**config.mk**
```make
export PLATFORM = sky130hd
export DESIGN_NAME = sadc_control
export DESIGN_NICKNAME = d
export VERILOG_FILES = /design/src/hdl/sadc_sar_tick.v /design/src/hdl/sadc_control.v
export VERILOG_INCLUDE_DIRS = /design/src /design/src/hdl
export SDC_FILE = /design/constraint.sdc
export NUM_CORES = 1
export LEC_CHECK = 0
export BUFFER_PORTS_ARGS = -buffer_cell sky130_fd_sc_hd__buf_4
export CAP_MARGIN = 40
export CORE_MARGIN = 2
export CORE_UTILIZATION = 45
export CTS_CLUSTER_SIZE = 16
export DETAILED_ROUTE_END_ITERATION = 7
export PLACE_DENSITY = 0.73
export SYNTH_ARGS = -nofsm -noshare
export SYNTH_HDL_FRONTEND = slang
export SYNTH_SLANG_ARGS = --single-unit
```
**constraint.sdc**
```tcl
create_clock -name clk_sys -period 6.9 [get_ports clk_sys]
set_input_delay 1.035 -clock clk_sys [delete_from_list [all_inputs] [get_ports clk_sys]]
set_output_delay 1.035 -clock clk_sys [all_outputs]
set_load 0.01 [all_outputs]
```
**src/hdl/sadc_defs.vh**
```
/*
 * Constants for the SAR converter control and window detector: register
 * addresses, field positions, reset values, start source codes and timing counts.
 * Assumes inclusion by bare name from hdl/ design files; definitions only.
 */
`ifndef SADC_DEFS_VH
`define SADC_DEFS_VH

// ----------------------------------------------------------------------
// Register addresses (8-bit special function register space)
// ----------------------------------------------------------------------
`define SADC_ADDR_RES_HI    8'hBF
`define SADC_ADDR_LT_HI     8'hC7
`define SADC_ADDR_CFG       8'hBC
`define SADC_ADDR_CTL       8'hE8
`define SADC_ADDR_RES_LO    8'hBE
`define SADC_ADDR_GT_HI     8'hC5
`define SADC_ADDR_GT_LO     8'hC4
`define SADC_ADDR_LT_LO     8'hC6

// ----------------------------------------------------------------------
// Control register bit positions
// ----------------------------------------------------------------------
`define SADC_CTL_EN         7
`define SADC_CTL_TM         6
`define SADC_CTL_DONE       5
`define SADC_CTL_BUSY       4
`define SADC_CTL_CM_HI      3
`define SADC_CTL_CM_LO      2
`define SADC_CTL_WIN        1
`define SADC_CTL_LJST       0

// ----------------------------------------------------------------------
// Configuration register fields
// ----------------------------------------------------------------------
`define SADC_CFG_DIV_HI     7
`define SADC_CFG_DIV_LO     3
`define SADC_CFG_GAIN_HI    2
`define SADC_CFG_GAIN_LO    0

// ----------------------------------------------------------------------
// Reset values
// ----------------------------------------------------------------------
`define SADC_RST_CTL        8'h00
`define SADC_RST_CFG        8'hF8
`define SADC_RST_LIM        8'h00
`define SADC_RST_GT_HI      8'hFF
`define SADC_RST_GT_LO      8'hFF

// ----------------------------------------------------------------------
// Start sources
// ----------------------------------------------------------------------
`define SADC_CM_SW          2'h0
`define SADC_CM_T3          2'h1
`define SADC_CM_EXT         2'h2
`define SADC_CM_T2          2'h3

// ----------------------------------------------------------------------
// Timing in SAR clocks
// ----------------------------------------------------------------------
`define SADC_TRACK_SAR      3
`define SADC_CONV_SAR       16

`endif

```
**src/hdl/sadc_sar_tick.v**
```verilog
/*
 * SAR clock divider: pulses once every (divider + 1) system clocks.
 * Assumes the divider value is stable or that a glitch-free restart on
 * change is acceptable; counter restarts when run is low.
 */
`timescale 1ns/1ps

module sadc_sar_tick #(
    parameter DIV_W = 5
) (
    clk_sys,
    reset,
    run,
    divider,
    tick
);
    input  wire             clk_sys;
    input  wire             reset;
    input  wire             run;
    input  wire [DIV_W-1:0] divider;
    output reg              tick;

    reg [DIV_W-1:0] count_r;

    // ------------------------------------------------------------------
    // Divide by divider + 1
    // ------------------------------------------------------------------
    always @(posedge clk_sys) begin
        if (reset || !run) begin
            count_r <= {DIV_W{1'b0}};
            tick    <= 1'b0;
        end else if (count_r >= divider) begin
            count_r <= {DIV_W{1'b0}};
            tick    <= 1'b1;
        end else begin
            count_r <= count_r + 1'b1;
            tick    <= 1'b0;
        end
    end
endmodule // sadc_sar_tick

```
**src/hdl/sadc_control.v**
```verilog
/*
 * Control for a 10-bit SAR converter: start selection, track-and-hold
 * sequencing, result formatting and window detection, reached through
 * an 8-bit register port with address, write and read strobes.
 * Assumes all inputs synchronous to clk_sys; the analog core returns a
 * 10-bit code on adc_code once sar_done-time is reached (sampled at end).
 */
// What this block does
// - SAR clock is system clock divided by five-bit divider field plus one
// - Three-bit gain field maps to gain 1,2,4,8,16 or reduced gain
// - Enable bit set allows conversions; clear keeps converter shut down
// - Conversion phase lasts sixteen SAR clock periods at least
// - Right-justified result puts top two bits in high byte bits 1:0
// - Right-justified upper high bits sign-extend if differential, else zero
// - Left-justified result: top eight in high, low two in bits 7:6
// - Single-ended codes unsigned; differential codes two's complement
// - Every new result is compared with both limits automatically
// - Each limit word is kept as separate high and low byte registers
// - Limit ordering selects inside-window or outside-window detection
// - Window match sets control bit 1
// - Two-bit start field picks software, timer three, pin edge, timer two
// - Busy reads one during conversion; its fall at a completed conversion sets done flag
// - With tracking mode clear, input tracks whenever idle
// - Low-power mode with pin start tracks while pin low, converts on rise
`timescale 1ns/1ps

`include "sadc_defs.vh"

module sadc_control #(
    parameter RES_W = 10
) (
    clk_sys,
    reset,
    reg_addr,
    reg_wdata,
    reg_wr,
    reg_rd,
    reg_rdata,
    timer2_overflow,
    timer3_overflow,
    external_convert_start,
    differential_mode,
    adc_code,
    track_enable,
    convert_active,
    converter_powered,
    pga_gain_code,
    conversion_done_irq,
    window_match_irq
);
    input  wire             clk_sys;
    input  wire             reset;
    input  wire [7:0]       reg_addr;
    input  wire [7:0]       reg_wdata;
    input  wire             reg_wr;
    input  wire             reg_rd;
    output reg  [7:0]       reg_rdata;
    input  wire             timer2_overflow;
    input  wire             timer3_overflow;
    input  wire             external_convert_start;
    input  wire             differential_mode;
    input  wire [RES_W-1:0] adc_code;
    output reg              track_enable;
    output reg              convert_active;
    output reg              converter_powered;
    output reg  [2:0]       pga_gain_code;
    output reg              conversion_done_irq;
    output reg              window_match_irq;

    // State codes of the sequencer
    localparam ST_IDLE  = 2'h0;
    localparam ST_TRACK = 2'h1;
    localparam ST_CONV  = 2'h2;

    // ------------------------------------------------------------------
    // Register storage
    // ------------------------------------------------------------------
    reg [7:0]  cfg_r;
    reg        en_r;
    reg        tm_r;
    reg        done_r;
    reg        busy_r;
    reg [1:0]  cm_r;
    reg        win_r;
    reg        ljst_r;
    reg        diff_r;
    reg [7:0]  res_hi_r;
    reg [7:0]  res_lo_r;
    reg [7:0]  gt_hi_r;
    reg [7:0]  gt_lo_r;
    reg [7:0]  lt_hi_r;
    reg [7:0]  lt_lo_r;
    reg [1:0]  state_r;
    reg [4:0]  sar_cnt_r;
    reg        ext_d_r;

    wire       sar_tick;
    wire       ext_rise;
    wire       ctl_wr;
    wire       sw_start;
    wire       start_evt;

    // ------------------------------------------------------------------
    // SAR clock divider
    // ------------------------------------------------------------------
    // Divider idles between conversions: whole periods per phase
    sadc_sar_tick #(
        .DIV_W   (5)
    ) u_tick (
        .clk_sys (clk_sys),
        .reset   (reset),
        .run     (en_r && state_r != ST_IDLE),
        .divider (cfg_r[`SADC_CFG_DIV_HI:`SADC_CFG_DIV_LO]),
        .tick    (sar_tick)
    );

    // ------------------------------------------------------------------
    // Start event selection
    // ------------------------------------------------------------------
    // Pin edge detect; pin is already synchronous per assumption
    always @(posedge clk_sys) begin
        if (reset)
            ext_d_r <= 1'b0;
        else
            ext_d_r <= external_convert_start;
    end

    assign ext_rise  = external_convert_start & ~ext_d_r;
    assign ctl_wr    = reg_wr && (reg_addr == `SADC_ADDR_CTL);
    assign sw_start  = ctl_wr && reg_wdata[`SADC_CTL_BUSY]
                       && (cm_r == `SADC_CM_SW);
    // Mux of the four triggers
    assign start_evt = (cm_r == `SADC_CM_SW)  ? sw_start :
                       (cm_r == `SADC_CM_T3)  ? timer3_overflow :
                       (cm_r == `SADC_CM_EXT) ? ext_rise :
                                                timer2_overflow;

    // ------------------------------------------------------------------
    // Result formatting
    // ------------------------------------------------------------------
    // Code from the core: offset-free two's complement when differential
    reg  [15:0] word_fmt;
    reg  [15:0] gt_word;
    reg  [15:0] lt_word;
    reg         above_gt;
    reg         below_lt;
    reg         win_hit;

    always @* begin
        if (ljst_r)
            word_fmt = {adc_code, 6'h00};
        else if (differential_mode)
            word_fmt = {{6{adc_code[RES_W-1]}}, adc_code};
        else
            word_fmt = {6'h00, adc_code};
    end

    // ------------------------------------------------------------------
    // Window comparison on the formatted word
    // ------------------------------------------------------------------
    // Limits share the data format, so one compare covers all four cases
    always @* begin
        gt_word = {gt_hi_r, gt_lo_r};
        lt_word = {lt_hi_r, lt_lo_r};
        if (differential_mode) begin
            above_gt = $signed(word_fmt) > $signed(gt_word);
            below_lt = $signed(word_fmt) < $signed(lt_word);
        end else begin
            above_gt = word_fmt > gt_word;
            below_lt = word_fmt < lt_word;
        end
        // Ordered limits pick inside or outside detection
        if (differential_mode ? ($signed(lt_word) > $signed(gt_word))
                              : (lt_word > gt_word))
            win_hit = above_gt && below_lt;
        else
            win_hit = above_gt || below_lt;
    end

    // ------------------------------------------------------------------
    // Sequencer and control flags
    // ------------------------------------------------------------------
    // Set events win over software clears in the same cycle
    always @(posedge clk_sys) begin
        if (reset) begin
            en_r      <= 1'b0;
            tm_r      <= 1'b0;
            done_r    <= 1'b0;
            busy_r    <= 1'b0;
            cm_r      <= `SADC_CM_SW;
            win_r     <= 1'b0;
            ljst_r    <= 1'b0;
            diff_r    <= 1'b0;
            state_r   <= ST_IDLE;
            sar_cnt_r <= 5'h00;
            res_hi_r  <= 8'h00;
            res_lo_r  <= 8'h00;
        end else begin
            if (ctl_wr) begin
                en_r   <= reg_wdata[`SADC_CTL_EN];
                tm_r   <= reg_wdata[`SADC_CTL_TM];
                cm_r   <= reg_wdata[`SADC_CTL_CM_HI:`SADC_CTL_CM_LO];
                ljst_r <= reg_wdata[`SADC_CTL_LJST];
                done_r <= reg_wdata[`SADC_CTL_DONE];
                win_r  <= reg_wdata[`SADC_CTL_WIN];
            end

            if (reg_wr && reg_addr == `SADC_ADDR_RES_HI)
                res_hi_r <= reg_wdata;
            if (reg_wr && reg_addr == `SADC_ADDR_RES_LO)
                res_lo_r <= reg_wdata;

            case (state_r)
                ST_IDLE: begin
                    if (en_r && start_evt) begin
                        busy_r    <= 1'b1;
                        sar_cnt_r <= 5'h00;
                        if (tm_r && cm_r != `SADC_CM_EXT)
                            state_r <= ST_TRACK;
                        else
                            state_r <= ST_CONV;
                    end
                end
                ST_TRACK: begin
                    if (sar_tick) begin
                        if (sar_cnt_r == `SADC_TRACK_SAR - 1) begin
                            sar_cnt_r <= 5'h00;
                            state_r   <= ST_CONV;
                        end else begin
                            sar_cnt_r <= sar_cnt_r + 5'h01;
                        end
                    end
                end
                ST_CONV: begin
                    if (sar_tick) begin
                        if (sar_cnt_r == `SADC_CONV_SAR - 1) begin
                            busy_r   <= 1'b0;
                            done_r   <= 1'b1;
                            res_hi_r <= word_fmt[15:8];
                            res_lo_r <= word_fmt[7:0];
                            diff_r   <= differential_mode;
                            if (win_hit)
                                win_r <= 1'b1;
                            state_r  <= ST_IDLE;
                        end else begin
                            sar_cnt_r <= sar_cnt_r + 5'h01;
                        end
                    end
                end
                default: state_r <= ST_IDLE;
            endcase

            // Disabling mid-conversion abandons it without a result
            if (!en_r && state_r != ST_IDLE) begin
                state_r <= ST_IDLE;
                busy_r  <= 1'b0;
            end
        end
    end

    // ------------------------------------------------------------------
    // Configuration, limit registers and read port
    // ------------------------------------------------------------------
    always @(posedge clk_sys) begin
        if (reset) begin
            cfg_r   <= `SADC_RST_CFG;
            gt_hi_r <= `SADC_RST_GT_HI;
            gt_lo_r <= `SADC_RST_GT_LO;
            lt_hi_r <= `SADC_RST_LIM;
            lt_lo_r <= `SADC_RST_LIM;
        end else if (reg_wr) begin
            case (reg_addr)
                `SADC_ADDR_CFG:   cfg_r   <= reg_wdata;
                `SADC_ADDR_GT_HI: gt_hi_r <= reg_wdata;
                `SADC_ADDR_GT_LO: gt_lo_r <= reg_wdata;
                `SADC_ADDR_LT_HI: lt_hi_r <= reg_wdata;
                `SADC_ADDR_LT_LO: lt_lo_r <= reg_wdata;
                default: ;
            endcase
        end
    end

    // Registered read data; unmapped addresses return zero
    always @(posedge clk_sys) begin
        if (reset) begin
            reg_rdata <= 8'h00;
        end else if (reg_rd) begin
            case (reg_addr)
                `SADC_ADDR_CTL:    reg_rdata <= {en_r, tm_r, done_r, busy_r,
                                                 cm_r, win_r, ljst_r};
                `SADC_ADDR_CFG:    reg_rdata <= cfg_r;
                `SADC_ADDR_RES_HI: reg_rdata <= res_hi_r;
                `SADC_ADDR_RES_LO: reg_rdata <= res_lo_r;
                `SADC_ADDR_GT_HI:  reg_rdata <= gt_hi_r;
                `SADC_ADDR_GT_LO:  reg_rdata <= gt_lo_r;
                `SADC_ADDR_LT_HI:  reg_rdata <= lt_hi_r;
                `SADC_ADDR_LT_LO:  reg_rdata <= lt_lo_r;
                default:           reg_rdata <= 8'h00;
            endcase
        end
    end

    // ------------------------------------------------------------------
    // Analog-facing and interrupt outputs, all registered
    // ------------------------------------------------------------------
    // Gain code 10x folds to 100 so the core sees one code per gain
    always @(posedge clk_sys) begin
        if (reset) begin
            track_enable        <= 1'b0;
            convert_active      <= 1'b0;
            converter_powered   <= 1'b0;
            pga_gain_code       <= 3'h0;
            conversion_done_irq <= 1'b0;
            window_match_irq    <= 1'b0;
        end else begin
            converter_powered <= en_r;
            convert_active    <= en_r && state_r == ST_CONV;
            if (!en_r)
                track_enable <= 1'b0;
            else if (state_r == ST_TRACK)
                track_enable <= 1'b1;
            else if (state_r == ST_CONV)
                track_enable <= 1'b0;
            else if (!tm_r)
                track_enable <= 1'b1;
            else if (cm_r == `SADC_CM_EXT)
                track_enable <= ~external_convert_start;
            else
                track_enable <= 1'b0;
            pga_gain_code <= cfg_r[`SADC_CFG_GAIN_HI] ?
                             {cfg_r[2:1], 1'b0} :
                             cfg_r[2:0];
            conversion_done_irq <= done_r;
            window_match_irq    <= win_r;
        end
    end
endmodule // sadc_control

```
### Word level (Yosys, flattened, before mapping)

Cells that the tools add are included.

* bits in registers: 94
* word-level logic and storage cells: 143
* memory bits (writable): 0
* latch bits: 0
* memories kept: 0
* output and inout bits: 16
* memory bits (read-only): 0
* bits of input ports: 34

* $mul: 0
* bitwise logic cells: 4
* reductions and logical operators: 32
* multiplexer cells: 50
* eq/ne operators: 21
* $lt $le $gt $ge: 7
* $add $sub $neg: 2
* shifts and indexed selects: 0
* divide/modulo/power cells: 0

Operators with widths (count)
* $eq A8 B8 Y1 const B: 8
* $gt A16 B16 Y1: 4
* $mux W8: 8
* $pmux W8 S8: 1
* $lt A16 B16 Y1: 2
* $mux W16: 2
* $mux W5: 5
* $mux W1: 24
* $pmux W5 S3: 1
* $mux W2: 6
* $logic_and A1 B1 Y1: 11
* $add A5 B1 Y5 const B: 2
* $ne A2 B2 Y1 const B: 5
* $reduce_and A2 Y1: 5
* $reduce_and A5 Y1: 2
* $reduce_or A2 Y1: 4
* $pmux W2 S3: 1
* $eq A5 B2 Y1 const B: 1
* $eq A5 B4 Y1 const B: 1
* $ge A5 B5 Y1: 1
* $eq A2 B1 Y1 const B: 2
* $eq A2 B2 Y1 const B: 2
* $logic_not A2 Y1: 2
* $ne A2 B1 Y1 const B: 2
* other kinds (9): 14

### Depth between registers and ports, before layout

* depth in word-level cells: 10
* gate-level depth with buffers: 13
* depth with buffers taken out: 11

### Cells and area by module

Synthesis repeated with hierarchy kept, for this count alone.

* cells, all modules: 692
* area total of the unflattened synthesis: 5763.0 um2

By module, submodules not included
* sadc_control: area each 5402.7 um2, cells each 654, sequential area each 1761.7 um2, times used 1
* sadc_sar_tick: area each 360.3 um2, cells each 38, sequential area each 120.1 um2, times used 1

### Worst setup path after synthesis

No wires, ideal clock.

* kind: input -> register
* from: in adc_code[0]
* to: reg win_r
* required time: 6805 ps
* setup time: 95 ps
* path slack: 3625 ps
* stages: 9
* data arrival time: 3180 ps
* buffers on the path: 0
* cell sequence: mux2_2 -> ha_1 -> and4_1 -> and3_1 -> a2111oi_0 -> o221ai_1 -> xnor2_1 -> a221o_1 -> a221oi_1

* word-level cells in the longest chain between the ends: 10
* elaborated cells between the ends (all ways): 15
* classes of those cells: order compare (4); mux (9); reduce/logical (2)

Ends and longest elaborated chain
* from (decl): RTL line sadc_control.v:62 `input wire [RES_W-1:0] adc_code;`
* $mux W16: RTL line sadc_control.v:152 `else if (differential_mode)`
* $mux W16 (*): RTL line sadc_control.v:150 `if (ljst_r)`
* $gt A16 B16 Y1 (tied with other cells): RTL line sadc_control.v:169 `above_gt = word_fmt > gt_word;`
* $mux W1: RTL line sadc_control.v:165 `if (differential_mode) begin`
* $logic_or A1 B1 Y1 or $logic_and A1 B1 Y1 (tied branches): RTL line sadc_control.v:177, sadc_control.v:175
* $mux W1 (*): RTL line sadc_control.v:173 `if (differential_mode ? ($signed(lt_word) > $signed(gt_word))`
* $mux W1 (*): RTL line sadc_control.v:242 `if (win_hit)`
* $mux W1 (*): RTL line sadc_control.v:236 `` if (sar_cnt_r == `SADC_CONV_SAR - 1) begin ``
* $mux W1 (*): RTL line sadc_control.v:235 `if (sar_tick) begin`
* $mux W1 (*): RTL line sadc_control.v:213 `case (state_r)`
* to (signal assigned): RTL line sadc_control.v:205 `` win_r <= reg_wdata[`SADC_CTL_WIN]; ``
* to (decl): RTL line sadc_control.v:84 `reg win_r;`

Every way passes the cells marked *; elsewhere a longest branch is shown, timed or not.
A chain may end at the register's enable or synchronous reset.

### Final worst setup path

* from: reg ljst_r
* to: reg win_r

* word-level cells in the longest chain between the ends: 9
* elaborated cells between the ends (all ways): 14
* classes of those cells: order compare (4); mux (8); reduce/logical (2)

Ends and longest elaborated chain
* from (decl): RTL line sadc_control.v:85 `reg ljst_r;`
* from (signal assigned): RTL line sadc_control.v:203 `` ljst_r <= reg_wdata[`SADC_CTL_LJST]; ``
* $mux W16 (*): RTL line sadc_control.v:150
* $gt A16 B16 Y1 (tied with other cells): RTL line sadc_control.v:169
* $mux W1: RTL line sadc_control.v:165
* $logic_or A1 B1 Y1 or $logic_and A1 B1 Y1 (tied branches): RTL line sadc_control.v:177, sadc_control.v:175
* $mux W1 (*): RTL line sadc_control.v:173
* $mux W1 (*): RTL line sadc_control.v:242
* $mux W1 (*): RTL line sadc_control.v:236
* $mux W1 (*): RTL line sadc_control.v:235
* $mux W1 (*): RTL line sadc_control.v:213

Marks and branches as above.

==> results.tsv <==
metric	value	unit
average via count per standard cell	5.83	
clock sinks	94	
Final Max Slew Viols	0	
clock root buffer	clkbuf_16	
Yosys reg bits	94	
final hold vios	0	
Crit Path Category	flip-flop to flip-flop	
crit-path max FO	19	
Synthesized Nets	795	
fin worst setup slack	3.35	ns
asr flop ratio synth	0	%
min Tclk post-route	3.55	ns
vias in the first global route	4984	
DRC Markers	0	
Pre-Repair DR Iteration Count	5	
post-place setup slack	3.08	ns
Clock Latency Late Sink	0.35	ns
Seq/Total Area, Yosys	33.6	%
Final nets	823	
Worst Setup End Kind	flip-flop	
number of buffers inserted by port buffering	49	
r2r setup slk	3.35	ns
largest net degree at the start of global routing	85	
CP startpoint kind	flip-flop	
Worst Hold Slack	0.468	ns
status	completed	
CP max stage delay	0.73	ns
die span in x	116	um
# resized after CTS	0	
commonest cells after routing, fill and taps aside	nand2_1, dfxtp_1, ha_1, buf_4	
total gr overflow	0	
final RePlAce weighted congestion	0.916	
layout cell share with drive strength beyond 1	10.9	%
Final Cycle Share	51.4	%
Most used DFF post-synth	dfxtp_1	
Critical Path, Cell by Cell	mux2_2, ha_1, and4_1, and3_1, a2111oi_0, o221ai_1, xnor2_1, a221o_1, a221oi_1	
H-tree depth	3	
Netlist Area Pre-Place	5600	um^2
maxcap violations	0	
final setup TNS	0	ns
commonest non-fill, non-tap cell in the layout	nand2_1	
via count	5272	
CP max-delay cell	dfxtp_1	
Core Rows	40	
Die Area	13400	um^2
global-route wire length before repair	25700	um
clock transition at the registers of the reported paths	0.06	ns
Req. time, crit path	7.15	ns
Fmax achieved	282	MHz
Die Ht	116	um
synth warn	0	
routing usage on met3	5.18	%
CTS tree	built	
Post-CTS Setup Inserts	0	
Least-Margin Pin Slew	0.864	ns
clock skew	0.00315	ns
VDD IR max	130	uV
EDFF count, synth	0	
io pins	50	
gr usage total	24.9	%
average cell area after synthesis	7.97	um^2
CTS Buf Count	9	
final setup fails	0	
power density cells	181	nW/um^2
routed len/inst	17.8	um
Initial Util	46.5	%
Netlist cell types	52	
RSZ-0062 raised after global routing	no	
Static Leak	2.83	nW
post-synthesis instance total	703	
# diodes	0	
Core ar.	12100	um^2
DRT iter0 DRCs	476	
detailed placer's ending HPWL	11900	um
ANT nets after route	0	
layer with the highest usage	met2	
Area growth syn-to-layout	14.3	%
Post-CTS Hold Fix Bufs	0	
critical path arrival	3.80	ns
grt met2 use	37.5	%
Worst Hold Class	flip-flop to flip-flop	
Slew headroom	42.4	%
drt total wl	16100	um
initial antenna violation count	0	
met1 Use GR	34.7	%
Clock Tree Buf Depth	2	
[Yosys cell counts (all sizes together), types with 2 or more instances]
library cell / count / area, um^2
and3: 13 / 81.3
nor3: 7 / 35.0
inv: 50 / 188
a31oi: 2 / 12.5
a21oi: 56 / 288
and4: 4 / 35.0
clkbuf: 36 / 136
o21a: 3 / 22.5
xor2: 2 / 17.5
nor2: 47 / 176
nand2: 104 / 390
xnor2: 4 / 35.0
a211oi: 3 / 22.5
nand4: 4 / 25.0
mux2: 4 / 45.0
a211o: 8 / 70.1
a22o: 8 / 70.1
and2: 3 / 18.8
or3: 3 / 18.8
o221ai: 2 / 17.5
a21o: 10 / 75.1
nand2b: 5 / 31.3
nor2b: 23 / 144
nand4b: 2 / 17.5
ha: 58 / 726
o21ai: 9 / 45.0
a311oi: 18 / 158
buf: 2 / 15.0
nand3b: 17 / 128
dfxtp: 94 / 1880
nand3: 54 / 270
mux2i: 5 / 50.1
a221oi: 9 / 78.8
nor4: 5 / 31.3
a22oi: 14 / 105
nor3b: 2 / 15.0
[sequential cells by signal, summed over array words and instances (netlist names), 2 cells and up]
register,count
gt_lo_r,8
sar_cnt_r,5
state_r,2
reg_rdata,8
res_hi_r,8
lt_lo_r,8
u_tick.count_r,5
cm_r,2
pga_gain_code,3
cfg_r,8
res_lo_r,8
lt_hi_r,8
gt_hi_r,8
[kinds of logic after synthesis]
kind of cell             synth area share (%)
AND/OR/NAND/NOR                          25.8
flip-flops                               33.6
XOR/XNOR                                0.938
adder cells (fa/ha/maj)                  12.9
buffers and inverters                    6.05
AO/OA/AOI/OAI                            19.0
multiplexers                             1.70
[final timing paths]
check	startpoint	end	cells past startpoint
worst min-delay path	u_tick.count_r[0]$_SDFF_PP0_	u_tick.count_r[0]$_SDFF_PP0_	1
worst max-delay path	ljst_r$_SDFFE_PP0P_	win_r$_SDFF_PP0_	9
worst max register to register	ljst_r$_SDFFE_PP0P_	win_r$_SDFF_PP0_	9
worst min register to register	u_tick.count_r[0]$_SDFF_PP0_	u_tick.count_r[0]$_SDFF_PP0_	1
[metrics by stage]
step	area [um^2]	total power, W	instances	utilization [%]
after floorplan	5600	0.000601	703	-
after global placement	6070	0.000630	886	50.3
after detailed placement	6080	0.000633	888	50.4
after CTS	6400	0.00117	904	53.1
after global routing	6400	0.00120	904	53.1
final	6400	0.00116	904	53.1
[routing by layer]
metal / wire length [um] / share of wire, %
met5: 0 / 0
met1: 7330 / 46
met3: 1170 / 7.3
met2: 7110 / 44
met4: 485 / 3.0
[cell type report]
cell class,count,area [um^2]
Clock inverter,6,85.1
Fill cell,1161,5660
Sequential cell,94,1880
Timing Repair Buffer,55,413
Clock buffer,10,239
Inverter,50,188
Tap cell,168,210
Multi-Input combinational cell,521,3390
[power breakdown]
| group | total [W] | internal [W] | switching, W | leakage [nW] |
|---|---|---|---|---|
| Sequential | 0.000544 | 0.000543 | 0.000000739 | 0.758 |
| Clock | 0.000539 | 0.000326 | 0.000213 | 0.154 |
| Combinational | 0.0000780 | 0.0000308 | 0.0000472 | 1.92 |
[worst max-delay path: cells and delay by family, from the launching register on]
family	cells	cell delay, ns
XOR/XNOR	1	0.18
AO/OA/AOI/OAI	4	1.41
multiplexers	1	0.44
adder cells (fa/ha/maj)	1	0.29
AND/OR/NAND/NOR	2	0.39
flip-flops	1	0.73
(Power assumes the default switching activity.)
